File: src/shared/ppt_pkg.sv
// constants, carrier types and field layout of the positioning target block
// assumes an APB slave on one 25 MHz clock and quadrature feedback pins
package ppt_pkg;

  localparam int unsigned AW = 18;

  // register indices; byte address is four times the index
  localparam logic [15:0] IDX_ITP  = 16'h5EF8;
  localparam logic [15:0] IDX_ZERO = 16'h5EFC;
  localparam logic [15:0] IDX_SSP  = 16'h6063;
  localparam logic [15:0] IDX_ACT  = 16'h6064;
  localparam logic [15:0] IDX_TPS  = 16'h607A;
  localparam logic [15:0] IDX_CTRL = 16'h5F00;
  localparam logic [15:0] IDX_HOME = 16'h5F01;
  localparam logic [15:0] IDX_RMIN = 16'h5F02;
  localparam logic [15:0] IDX_SHFT = 16'h5F03;
  localparam logic [15:0] IDX_STEP = 16'h5F04;
  localparam logic [15:0] IDX_STAT = 16'h5F05;

  // control word fields
  localparam int unsigned CTL_NEW  = 0;
  localparam int unsigned CTL_ABS  = 1;
  localparam int unsigned CTL_EN   = 2;
  localparam int unsigned CTL_CIRC = 3;
  localparam int unsigned CTL_CSP  = 4;
  localparam int unsigned CTL_W    = 5;

  // status fields
  localparam int unsigned STA_REACH = 0;
  localparam int unsigned STA_MOVE  = 1;

  localparam logic [31:0]      RST_POS   = 32'h0000_0000;
  localparam logic [CTL_W-1:0] RST_CTRL  = 5'h02;
  localparam logic [4:0]       RST_SHIFT = 5'h00;
  localparam logic [15:0]      RST_STEP  = 16'h0019;
  localparam int unsigned      ZERO_W    = 8;

  // encoder pulse pair
  typedef struct packed {
    logic up;
    logic dn;
  } ppt_enc_t;

  typedef enum logic [1:0] {
    PPT_IDLE  = 2'b00,
    PPT_PULSE = 2'b01,
    PPT_GAP   = 2'b11
  } ppt_step_st_t;

  function automatic logic ppt_hit(input logic [AW-1:0] a, input logic [15:0] idx);
    ppt_hit = (a == {idx, 2'b00});
  endfunction

endpackage

File: src/rtl/ppt_qdec.sv
// quadrature decoder for the axis feedback sensor
// assumes enc_a/enc_b are asynchronous pins
`timescale 1ns/1ps
`default_nettype none
module ppt_qdec
  import ppt_pkg::*;
(
  input  wire logic     pclk,
  input  wire logic     presetn,
  input  wire logic     enc_a,
  input  wire logic     enc_b,
  output ppt_enc_t      pulse
);

  logic [1:0] s1_q;
  logic [1:0] s2_q;
  logic [1:0] old_q;
  logic       fwd;
  logic       rev;

  // x4 decode: forward when new a equals old b inverted
  assign fwd = (s2_q != old_q) && (s2_q[1] != old_q[0]) && (s2_q[0] == old_q[1]);
  assign rev = (s2_q != old_q) && (s2_q[1] == old_q[0]) && (s2_q[0] != old_q[1]);

  always_ff @(posedge pclk or negedge presetn)
  begin
    if (!presetn)
    begin
      s1_q  <= 2'h0;
      s2_q  <= 2'h0;
      old_q <= 2'h0;
      pulse <= '0;
    end
    else
    begin
      s1_q     <= {enc_a, enc_b};
      s2_q     <= s1_q;
      old_q    <= s2_q;
      pulse.up <= fwd;
      pulse.dn <= rev;
    end
  end

endmodule
`default_nettype wire

File: src/rtl/ppt_step_gen.sv
// step and direction pulse generator with programmable period
// assumes period from a register on the same clock
`timescale 1ns/1ps
`default_nettype none
module ppt_step_gen
  import ppt_pkg::*;
(
  input  wire logic        pclk,
  input  wire logic        presetn,
  input  wire logic        run,
  input  wire logic        dir_up,
  input  wire logic [15:0] period,
  output logic             step_o,
  output logic             dir_o,
  output logic             busy_o
);

  ppt_step_st_t st_q;
  ppt_step_st_t st_d;
  logic [15:0]  div_q;
  logic         tick;

  // one-cycle enable from the divider every period+1 cycles; period zero ticks every cycle
  assign tick = (div_q == 16'h0000);

  always_comb
  begin
    st_d = st_q;
    case (st_q)
      PPT_IDLE:  if (tick && run) st_d = PPT_PULSE;
      PPT_PULSE: if (tick) st_d = PPT_GAP;
      PPT_GAP:   if (tick) st_d = PPT_IDLE;
      default:   st_d = PPT_IDLE;
    endcase
  end

  always_ff @(posedge pclk or negedge presetn)
  begin
    if (!presetn)
    begin
      st_q   <= PPT_IDLE;
      div_q  <= 16'h0000;
      step_o <= 1'b0;
      dir_o  <= 1'b0;
      busy_o <= 1'b0;
    end
    else
    begin
      st_q   <= st_d;
      div_q  <= tick ? period : div_q - 16'h0001;
      step_o <= (st_d == PPT_PULSE);
      busy_o <= (st_d != PPT_IDLE);
      // direction only changes between steps
      if (st_q == PPT_IDLE)
        dir_o <= dir_up;
    end
  end

endmodule
`default_nettype wire

File: src/rtl/ppt_target_regs.sv
// position setpoint and feedback registers of one servo axis, APB slave
// assumes APB master on pclk, quadrature feedback pins, step/dir power stage
`timescale 1ns/1ps
`default_nettype none
module ppt_target_regs
  import ppt_pkg::*;
(
  input  wire logic          pclk,
  input  wire logic          presetn,
  input  wire logic          psel,
  input  wire logic          penable,
  input  wire logic          pwrite,
  input  wire logic [AW-1:0] paddr,
  input  wire logic [31:0]   pwdata,
  output logic      [31:0]   prdata,
  output logic               pready,
  output logic               pslverr,
  input  wire logic          enc_a,
  input  wire logic          enc_b,
  output logic               step_o,
  output logic               dir_o,
  output logic               reached_o
);

  logic [31:0]      tps_q;
  logic [31:0]      itp_q;
  logic [31:0]      itp_d;
  logic [31:0]      pos_q;
  logic [31:0]      pos_d;
  logic [31:0]      home_q;
  logic [31:0]      rmin_q;
  logic [CTL_W-1:0] ctrl_q;
  logic             new_prev_q;
  logic [4:0]       shift_q;
  logic [15:0]      step_q;
  ppt_enc_t         enc;
  logic             busy;

  // bus decode
  logic        setup;
  logic        fire;
  logic        wr;
  logic        rd_setup;
  logic        h_itp;
  logic        h_zero;
  logic        h_ssp;
  logic        h_act;
  logic        h_tps;
  logic        h_ctrl;
  logic        h_home;
  logic        h_rmin;
  logic        h_shft;
  logic        h_step;
  logic        h_stat;
  logic        mapped;
  logic [31:0] rd_mux;

  assign setup    = psel && !penable && !pready;
  assign fire     = psel && penable && pready;
  assign wr       = fire && pwrite;
  assign rd_setup = setup && !pwrite;
  assign h_itp    = ppt_hit(paddr, IDX_ITP);
  assign h_zero   = ppt_hit(paddr, IDX_ZERO);
  assign h_ssp    = ppt_hit(paddr, IDX_SSP);
  assign h_act    = ppt_hit(paddr, IDX_ACT);
  assign h_tps    = ppt_hit(paddr, IDX_TPS);
  assign h_ctrl   = ppt_hit(paddr, IDX_CTRL);
  assign h_home   = ppt_hit(paddr, IDX_HOME);
  assign h_rmin   = ppt_hit(paddr, IDX_RMIN);
  assign h_shft   = ppt_hit(paddr, IDX_SHFT);
  assign h_step   = ppt_hit(paddr, IDX_STEP);
  assign h_stat   = ppt_hit(paddr, IDX_STAT);
  assign mapped   = h_itp | h_zero | h_ssp | h_act | h_tps | h_ctrl | h_home
                  | h_rmin | h_shft | h_step | h_stat;

  // position views
  logic [31:0] user_pos;
  logic [31:0] cmp_pos;
  logic        at_target;
  logic        accept;
  logic        zero_wr;

  // power-of-two scaling keeps the raw step view free of the factor
  assign user_pos  = 32'($signed(pos_q) >>> shift_q);
  // cyclic mode compares in raw steps, point-to-point in user units
  assign cmp_pos   = ctrl_q[CTL_CSP] ? pos_q : user_pos;
  assign at_target = (cmp_pos == itp_q);
  assign accept    = ctrl_q[CTL_NEW] && !new_prev_q && ctrl_q[CTL_EN];
  assign zero_wr   = wr && h_zero;

  assign rd_mux = h_itp  ? itp_q :
                  h_ssp  ? pos_q :
                  h_act  ? user_pos :
                  h_tps  ? tps_q :
                  h_ctrl ? {27'h0, ctrl_q} :
                  h_home ? home_q :
                  h_rmin ? rmin_q :
                  h_shft ? {27'h0, shift_q} :
                  h_step ? {16'h0000, step_q} :
                  h_stat ? {30'h0, busy, at_target} :
                  32'h0000_0000;

  // absolute load or relative accumulation, once per trigger
  assign itp_d = !accept          ? itp_q :
                 ctrl_q[CTL_ABS] ? tps_q :
                 itp_q + tps_q;

  // zeroing beats a concurrent encoder edge; circular adds range minimum
  assign pos_d = zero_wr ? (ctrl_q[CTL_CIRC] ? rmin_q + home_q : home_q) :
                 enc.up  ? pos_q + 32'h0000_0001 :
                 enc.dn  ? pos_q - 32'h0000_0001 :
                 pos_q;

  // bus answer: data latched in setup, ready one cycle later
  always_ff @(posedge pclk or negedge presetn)
  begin
    if (!presetn)
    begin
      pready  <= 1'b0;
      pslverr <= 1'b0;
      prdata  <= 32'h0000_0000;
    end
    else
    begin
      pready  <= setup;
      pslverr <= setup && !mapped;
      if (rd_setup)
        prdata <= rd_mux;
    end
  end

  // software-written registers; writes to read-only views are ignored
  always_ff @(posedge pclk or negedge presetn)
  begin
    if (!presetn)
    begin
      tps_q   <= RST_POS;
      ctrl_q  <= RST_CTRL;
      home_q  <= RST_POS;
      rmin_q  <= RST_POS;
      shift_q <= RST_SHIFT;
      step_q  <= RST_STEP;
    end
    else if (wr)
    begin
      if (h_tps)
        tps_q <= pwdata;
      if (h_ctrl)
        ctrl_q <= pwdata[CTL_W-1:0];
      if (h_home)
        home_q <= pwdata;
      if (h_rmin)
        rmin_q <= pwdata;
      if (h_shft)
        shift_q <= pwdata[4:0];
      if (h_step)
        step_q <= pwdata[15:0];
    end
  end

  // axis state
  always_ff @(posedge pclk or negedge presetn)
  begin
    if (!presetn)
    begin
      itp_q      <= RST_POS;
      pos_q      <= RST_POS;
      new_prev_q <= 1'b0;
      reached_o  <= 1'b1;
    end
    else
    begin
      itp_q      <= itp_d;
      pos_q      <= pos_d;
      new_prev_q <= ctrl_q[CTL_NEW];
      reached_o  <= at_target;
    end
  end

  ppt_qdec u_qdec (
    .pclk    (pclk),
    .presetn (presetn),
    .enc_a   (enc_a),
    .enc_b   (enc_b),
    .pulse   (enc)
  );

  // keep stepping until the fed-back position meets the target
  ppt_step_gen u_step (
    .pclk    (pclk),
    .presetn (presetn),
    .run     (ctrl_q[CTL_EN] && !at_target),
    .dir_up  ($signed(itp_q) > $signed(cmp_pos)),
    .period  (step_q),
    .step_o  (step_o),
    .dir_o   (dir_o),
    .busy_o  (busy)
  );

  // checks
  property p_abs_load;
    @(posedge pclk) disable iff (!presetn)
    accept && ctrl_q[CTL_ABS] |=> itp_q == $past(tps_q);
  endproperty
  a_abs_load: assert property (p_abs_load) else $error("absolute load wrong");

  property p_rel_load;
    @(posedge pclk) disable iff (!presetn)
    accept && !ctrl_q[CTL_ABS] |=> itp_q == $past(itp_q) + $past(tps_q);
  endproperty
  a_rel_load: assert property (p_rel_load) else $error("relative sum wrong");

  property p_hold_target;
    @(posedge pclk) disable iff (!presetn)
    !accept |=> $stable(itp_q);
  endproperty
  a_hold_target: assert property (p_hold_target) else $error("target moved untriggered");

  property p_once_per_trigger;
    @(posedge pclk) disable iff (!presetn)
    accept |=> !accept;
  endproperty
  a_once_per_trigger: assert property (p_once_per_trigger) else $error("double accept");

  property p_zero_lin;
    @(posedge pclk) disable iff (!presetn)
    zero_wr && !ctrl_q[CTL_CIRC] |=> pos_q == $past(home_q);
  endproperty
  a_zero_lin: assert property (p_zero_lin) else $error("linear zeroing wrong");

  property p_zero_circ;
    @(posedge pclk) disable iff (!presetn)
    zero_wr && ctrl_q[CTL_CIRC] |=> pos_q == $past(rmin_q) + $past(home_q);
  endproperty
  a_zero_circ: assert property (p_zero_circ) else $error("circular zeroing wrong");

  property p_zero_reads_zero;
    @(posedge pclk) disable iff (!presetn)
    rd_setup && h_zero |=> pready && prdata == 32'h0000_0000;
  endproperty
  a_zero_reads_zero: assert property (p_zero_reads_zero) else $error("zeroing readable");

  property p_read_target;
    @(posedge pclk) disable iff (!presetn)
    rd_setup && h_tps |=> prdata == $past(tps_q);
  endproperty
  a_read_target: assert property (p_read_target) else $error("target read wrong");

  property p_read_internal;
    @(posedge pclk) disable iff (!presetn)
    rd_setup && h_itp |=> prdata == $past(itp_q);
  endproperty
  a_read_internal: assert property (p_read_internal) else $error("internal read wrong");

  property p_read_sensor;
    @(posedge pclk) disable iff (!presetn)
    rd_setup && h_ssp |=> prdata == $past(pos_q);
  endproperty
  a_read_sensor: assert property (p_read_sensor) else $error("sensor read wrong");

  property p_read_actual;
    @(posedge pclk) disable iff (!presetn)
    rd_setup && h_act |=> prdata == 32'($signed($past(pos_q)) >>> $past(shift_q));
  endproperty
  a_read_actual: assert property (p_read_actual) else $error("actual read wrong");

  property p_no_step_at_target;
    @(posedge pclk) disable iff (!presetn)
    at_target && !busy |=> !step_o;
  endproperty
  a_no_step_at_target: assert property (p_no_step_at_target) else $error("step at target");

  property p_ptp_mode;
    @(posedge pclk) disable iff (!presetn)
    !ctrl_q[CTL_CSP] |=> reached_o == ($past(user_pos) == $past(itp_q));
  endproperty
  a_ptp_mode: assert property (p_ptp_mode) else $error("mode compare wrong");

  c_abs_move: cover property (@(posedge pclk) accept && ctrl_q[CTL_ABS]);
  c_rel_move: cover property (@(posedge pclk) accept && !ctrl_q[CTL_ABS]);
  c_zeroing:  cover property (@(posedge pclk) zero_wr && ctrl_q[CTL_CIRC]);
  c_arrive:   cover property (@(posedge pclk) busy ##[1:200] at_target);

endmodule
`default_nettype wire

File: config.mk
export PLATFORM = sky130hd
export DESIGN_NAME = ppt_target_regs
export DESIGN_NICKNAME = d
export VERILOG_FILES = /design/src/shared/ppt_pkg.sv /design/src/rtl/ppt_qdec.sv /design/src/rtl/ppt_step_gen.sv /design/src/rtl/ppt_target_regs.sv
export SDC_FILE = /design/constraint.sdc
export NUM_CORES = 1
export LEC_CHECK = 0
export BUFFER_PORTS_ARGS = -buffer_cell sky130_fd_sc_hd__buf_2
export CAP_MARGIN = 5
export CORE_MARGIN = 2
export CORE_UTILIZATION = 60
export CTS_BUF_LIST = sky130_fd_sc_hd__clkbuf_8
export DETAILED_ROUTE_END_ITERATION = 8
export GPL_TIMING_DRIVEN = 0
export PLACE_DENSITY = 0.78
export SETUP_SLACK_MARGIN = 0.02
export SYNTH_ARGS = -nofsm -noshare
export SYNTH_HDL_FRONTEND = slang
export SYNTH_HIERARCHICAL = 1
export SYNTH_SLANG_ARGS = --single-unit
File: constraint.sdc
create_clock -name pclk -period 11.6 [get_ports pclk]
set_input_delay 1.16 -clock pclk [delete_from_list [all_inputs] [get_ports pclk]]
set_output_delay 1.16 -clock pclk [all_outputs]
set_load 0.02 [all_outputs]
==> results of run 1 <==
area by class of cell:
type | instances | area (um2)
inverters | 40 | 150.1
multi-input cells | 1697 | 12200
well taps | 402 | 503.0
repair buffers | 98 | 550.5
plain buffers | 104 | 416.7
clock buffers | 56 | 770.7
clock inverters | 25 | 162.7
flip-flops and latches | 251 | 6287
fillers | 2619 | 10350
report_power, final:
part           leakage [nW]  internal (mW)  switching [mW]
Clock                 0.537          0.463           0.410
Combinational          5.87          0.555           0.764
Sequential             3.33          0.967           0.240
how the worst max path moves through the flow:
stage                           from      endpoint  slack [ns]  cells past startpoint
after floorplan           shift_q[0]  u_step/dir_o        7.57                     19
after global placement       presetn     pos_q[29]        5.01                      1
after detailed placement  shift_q[2]  u_step/dir_o        6.63                     21
after CTS                 shift_q[1]  u_step/dir_o        6.57                     19
after global routing      shift_q[2]  u_step/dir_o        6.13                     21
final                     shift_q[1]  u_step/dir_o        6.32                     18
per-stage QoR:
stage | hold WS [ns] | util
after global routing | 0.3563 | 0.6702
after global placement | 0.3317 | 0.6376
after CTS | 0.3587 | 0.6700
after floorplan | 0.3312 | -
after detailed placement | 0.3403 | 0.6403
final | 0.3537 | 0.6702
cell usage after synthesis, drive strengths merged, types with 45 or more instances:
| library cell | n | area (um2) |
|---|---|---|
| a21o | 51 | 384.1 |
| a21oi | 187 | 954.7 |
| clkbuf | 72 | 270.3 |
| dfrtp | 246 | 6156 |
| ha | 126 | 1577 |
| mux2 | 134 | 1509 |
| mux2i | 92 | 920.9 |
| nand2 | 207 | 777.0 |
| nand3 | 46 | 230.2 |
| nor2 | 164 | 615.6 |
| o21ai | 171 | 859.6 |
| xnor2 | 45 | 394.1 |
logic make-up (layout without fill, tap and decap cells):
family | count (synthesis) | in the layout
AO/OA/AOI/OAI | 656 | 656
AND/OR/NAND/NOR | 586 | 586
flip-flops | 251 | 251
multiplexers | 244 | 244
buffers and inverters | 144 | 323
adder cells (fa/ha/maj) | 129 | 129
XOR/XNOR | 82 | 82
registers in the layout, summed over array words and instances (netlist names), 16 cells and up:
signal,cells
home_q,32
itp_q,32
pos_q,32
prdata,32
rmin_q,32
tps_q,32
step_q,16
u_step/div_q,16
per-layer routing:
metal	routed length (um)	GRT usage	vias to the layer above
li1	-	-	8122
met5	0	0	-
met4	4653	0.2294	0
met1	28280	0.5552	8844
met3	6134	0.07244	259
met2	29280	0.6224	1038
worst max-delay path, cell delays in order, from the launching register on:
cell	delay [ns]
dfrtp_1	0.32
clkbuf_1	0.52
buf_2	0.42
mux2i_1	0.14
o21ai_0	0.56
mux2i_1	0.28
mux2i_1	0.33
mux2i_1	0.15
ha_1	0.34
a21o_1	0.18
a21o_1	0.17
a21oi_1	0.16
a21o_1	0.13
a21oi_1	0.07
o31a_1	0.33
o31ai_1	0.29
nand4_1	0.15
and3_1	0.26
mux2_2	0.30
==> results.yml, run 1 <==
yosys:
  synth_edf_count: 0
  yosys_warnings: 6
  async_flop_share: 1.000
  synth_top_family_by_area: "compound AO/OA/AOI/OAI gates"
  synth_fa_ha_area_frac: 0.08592
  ys_seq_area_frac: 0.3301
  syn_area_per_cell_um2: 9.105
  synth.distinct_cells: 89
  syn_area_um2: 19050
  synthMuxAreaShare: 0.1489
  ys.flop_type: "dfrtp_1"
  synth_compound_area_frac: 0.2231
  ys_seq_elements: 251
  synth_nets: 2278
  synthSimpleGateAreaFrac: 0.1445
  synth_xor_area_frac: 0.03771
  syn_inst: 2092
layout:
  stdcell_count: 2673
  drive_above_1_share: 0.1686
  layout_common_cells: "246 x dfrtp_1, 207 x nand2_1, 182 x a21oi_1, 164 x o21ai_0, 164 x nor2_1"
  antenna_cells: 0
  fin_area_um2: 21040
  syn_to_final_growth_pct: 10.46
  final_common_cell: "dfrtp_1"
  nNetsFinal: 2423
die:
  dieHeight_um: 182.2
  ios: 94
  rows: 65
  initial_core_util: 0.6067
  die_area_um2: 33190
  die_x_um: 182.2
  core_um2: 31390
clocking:
  clk_latency_ns: 0.64
  cts_resized: 0
  cts_num_sinks: 251
  cts_hold_buf: 0
  htreeDepth: 2
  cts_buffer_depth: 3
  cts_tree: "built"
  postCtsSetupBuffers: 0
  ctsRootBufferMaster: "clkbuf_8"
  clkTransAtPathRegs_ns: 0.07
  numCtsBuffers: 45
placed_design:
  io_buffers: 93
  placedCellCount: 2591
  pre_cts_ws_ns: 6.632
  dp_hpwl_mm: 53.23
  detailed_place.area_um2: 20100
  routabilityCongestion: 1.028
timing:
  max_slew_margin: 0.2386
  skew_ns: 0.04996
  rsz0062_at_grt: "false"
  finalCriticalPeriod_ns: 5.282
  finalSetupTns_ns: 0
  fmax_mhz: 189.3
  period_share: 0.4554
  hold_violations: 0
  final-setup-viol-count: 0
  setup_ws_ns: 6.318
  final_max_slew_viol_count: 0
  worst-slew-pin-transition_ns: 1.141
worst_setup_path:
  cp-start-kind: "flip-flop"
  cp-end-kind: "flip-flop"
  reg2reg_slack_ns: 6.32
  required_ns: 12.11
  r2r_cells: 18
  critPathMaxFanout: 10
  timing.rr.start: "shift_q[1]"
  r2r_end: "u_step/dir_o"
  worstPathArrival_ns: 5.79
  path_class: "flip-flop to flip-flop"
global_route:
  grt_pass1_wl_mm: 103.6
  grtUsageTotal: 0.4093
  grt_pass1_vias: 17680
  grt_max_degree: 93
  gr-total-overflow: 0
  grt_antenna_before_repair: 0
worst_hold_path:
  whs_path_depth: 0
  hold-path-endpoint: "u_qdec/s2_q[0]"
  min-delay-start: "u_qdec/s1_q[0]"
  min_path_type: "flip-flop to flip-flop"
route:
  drt_iter0_markers: 1899
  avgRoutedWirePerCell_um: 25.57
  wl_mm: 68.35
  post_drt_via_cell_ratio: 6.832
  ant_nets: 0
  vias: 18260
  dr.pass1.iters: 6
  drc: 0
power_and_ir_drop:
  p_leak_nw: 9.731
  vdd_drop_max_v: 0.0001256
  power.total_mw: 3.399
  pwr_density_cell_nw_per_um2: 161.5
status:
  status: "finished, final reports clean"
job:
  maxCapViolCount: 0
(Power assumes the default switching activity.)
==> run 2: changes to the inputs <==
ABC_AREA = 1   (was unset)
clock period = 4.9 ns   (was 11.6 ns; I/O delays follow)
==> results.yml, run 2 <==
power_and_ir_drop:
  p_leak_nw: 12.19
  power.internal_mw: 4.622
  p_sw_frac: 0.4430
  pwr_density_cell_nw_per_um2: 351.0
  pwr-share-comb: 0.413
  power.switching_mw: 3.676
  power_frac_clock: 0.266
  vdd_drop_max_v: 0.0003859
  p_seq_frac: 0.320
global_route:
  grt_antenna_before_repair: 5
  grtUsageTotal: 0.4705
  grt_pass1_wl_mm: 135.3
  grt_max_degree: 125
  gr-total-overflow: 0
  grt_pass1_vias: 23690
route:
  avgRoutedWirePerCell_um: 22.50
  post_drt_via_cell_ratio: 6.363
  wl_met3_mm: 12.08
  ant_nets: 0
  dr.max_layer_used: "met5"
  vias: 25430
  dr.pass1.iters: 6
  met2_length_mm: 37.42
  drc: 0
  met1_length_mm: 33.33
  drt_iter0_markers: 3563
  wl_mm: 89.93
layout:
  syn_to_final_growth_pct: 9.853
  layout_common_cells: "1052 x nand2_1, 372 x inv_1, 310 x o21ai_0, 309 x nand3_1, 246 x dfrtp_1"
  nNetsFinal: 3687
  drive_above_1_share: 0.07949
  final_common_cell: "nand2_1"
  fin_area_um2: 23640
die:
  ios: 94
  die_area_um2: 37400
  die_x_um: 193.4
  initial_core_util: 0.6066
  core_um2: 35480
  rows: 69
  dieHeight_um: 193.4
worst_setup_path:
  r2r_end: "prdata[0]"
  cp-end-kind: "flip-flop"
  timing.rr.start: "pos_q[31]"
  path_class: "flip-flop to flip-flop"
  crit_start: "pos_q[31]"
  required_ns: 5.48
  worstPathArrival_ns: 5.25
  cp-start-kind: "flip-flop"
  reg2reg_slack_ns: 0.22
  critPathMaxFanout: 8
  r2r_cells: 23
clocking:
  htreeDepth: 2
  cts_resized: 0
  ctsRootBufferMaster: "clkbuf_8"
  cts_tree: "built"
  cts_hold_buf: 3
  clk_latency_ns: 0.66
  clkTransAtPathRegs_ns: 0.07
  postCtsSetupBuffers: 0
  cts_buffer_depth: 3
  numCtsBuffers: 43
  cts_num_sinks: 251
yosys:
  yosys.area.top_type_share: 0.2860
  synthTopCellsByCount: "1052 x nand2_1, 362 x inv_1, 310 x o21ai_0"
  yosys_warnings: 6
  synth_nets: 3544
  syn_inst: 3358
  async_flop_share: 1.000
  synth_edf_count: 0
  yosysMostFrequentCell: "nand2_1"
  ys.flop_type: "dfrtp_1"
  synth_area_leaders: "dfrtp_1 29%, nand2_1 18%, ha_1 7.3%"
  syn_area_per_cell_um2: 6.410
  syn_area_um2: 21520
  synth.distinct_cells: 59
  ys_seq_elements: 251
  ys_seq_area_frac: 0.2921
  yosys.area.top_type: "dfrtp_1"
placed_design:
  routabilityCongestion: 1.142
  dp_hpwl_mm: 71.51
  detailed_place.area_um2: 22630
  io_buffers: 93
job:
  maxCapViolCount: 0
timing:
  hold_violations: 0
  period_share: 0.9544
  max_slew_margin: 0.3040
  finalSetupTns_ns: 0
  finalCriticalPeriod_ns: 4.676
  final_max_slew_viol_count: 0
  fmax_mhz: 213.8
  worst-slew-pin-transition_ns: 1.043
  skew_ns: 0.04103
  rsz0062_at_grt: "false"
  final-setup-viol-count: 0
worst_hold_path:
  hold-path-endpoint: "pready"
  min_path_type: "primary input to flip-flop"
  min-delay-start: "penable"
  whs_path_depth: 2
status:
  status: "finished, final reports clean"
## run 2: layout make-up
class                   count  area (um2)
fillers                  3220       11840
repair buffers             98       560.5
plain buffers             110       529.3
clock buffers              57       784.5
clock inverters            22       196.4
diodes                      1       2.502
inverters                 378        1428
flip-flops and latches    251        6287
multi-input cells        2619       13280
well taps                 461       576.8
## run 2: worst max-delay path by stage
| stage | end | slack, ns |
|---|---|---|
| 4_1_cts | prdata[0] | 0.58 |
| 2_1_floorplan | u_step/dir_o | 2.06 |
| 3_3_place_gp | u_step/dir_o | -1.10 |
| 5_1_grt | prdata[0] | 0.24 |
| 6_report | prdata[0] | 0.22 |
| 3_5_place_dp | prdata[0] | 0.59 |
## run 2: per-layer routing
| layer | GRT usage | vias to the layer above |
|---|---|---|
| li1 | - | 11380 |
| met1 | 0.5910 | 11680 |
| met2 | 0.7077 | 1895 |
| met3 | 0.1369 | 461 |
| met4 | 0.3017 | 12 |
| met5 | 0.01788 | - |
## run 2: critical path: stages (launching register included)
cell and delay [ns]:
dfrtp_1 0.32, clkbuf_1 0.61, nand2_1 0.16, nand2_1 0.12, nand2_1 0.08, nand2_1 0.07, nand2_1 0.08, nand2_1 0.10
a21oi_1 0.10, o21ai_0 0.26, o21ai_0 0.16, ha_1 0.36, nand4_1 0.13, nor2_1 0.24, nand2_1 0.16, nor2_1 0.73
nand2_1 0.13, nand4_1 0.14, nand2_1 0.07, nand3_1 0.11, nand2_1 0.16, nand2_1 0.16, nand2_1 0.07, nand2_1 0.05
## run 2: metrics by stage
step	utilization	std cells	hold WS [ns]	setup WS (ns)	total power [mW]
finish	0.6663	3997	0.08003	0.2236	8.298
CTS	0.6663	3996	0.07648	0.5764	8.149
detailed placement	0.6378	3914	0.3434	0.5880	5.948
floorplan	-	3358	0.1944	2.056	4.888
global placement	0.6360	3912	0.3334	-1.102	5.865
global route	0.6663	3996	0.09856	0.2393	8.739
## run 2: power groups by stage
stage	logic, mW	registers (mW)	clock network, mW
CTS	3.32	2.63	2.19
detailed placement	3.28	2.67	0
global placement	3.21	2.66	0
global route	3.81	2.66	2.27
finish	3.43	2.66	2.21
floorplan	2.39	2.50	0
## run 2: cell families (layout without fill, tap and decap cells)
| kind of cell | count (synthesis) | in the layout | synth area share |
|---|---|---|---|
| compound gates | 670 | 670 | 0.1693 |
| xor+xnor | 44 | 44 | 0.01790 |
| fa+ha+maj | 129 | 129 | 0.07604 |
| buf+inv | 488 | 665 | 0.09092 |
| flops | 251 | 251 | 0.2921 |
| mux | 2 | 2 | 0.0009882 |
| other cells | 0 | 1 | 0 |
| simple gates | 1774 | 1774 | 0.3527 |
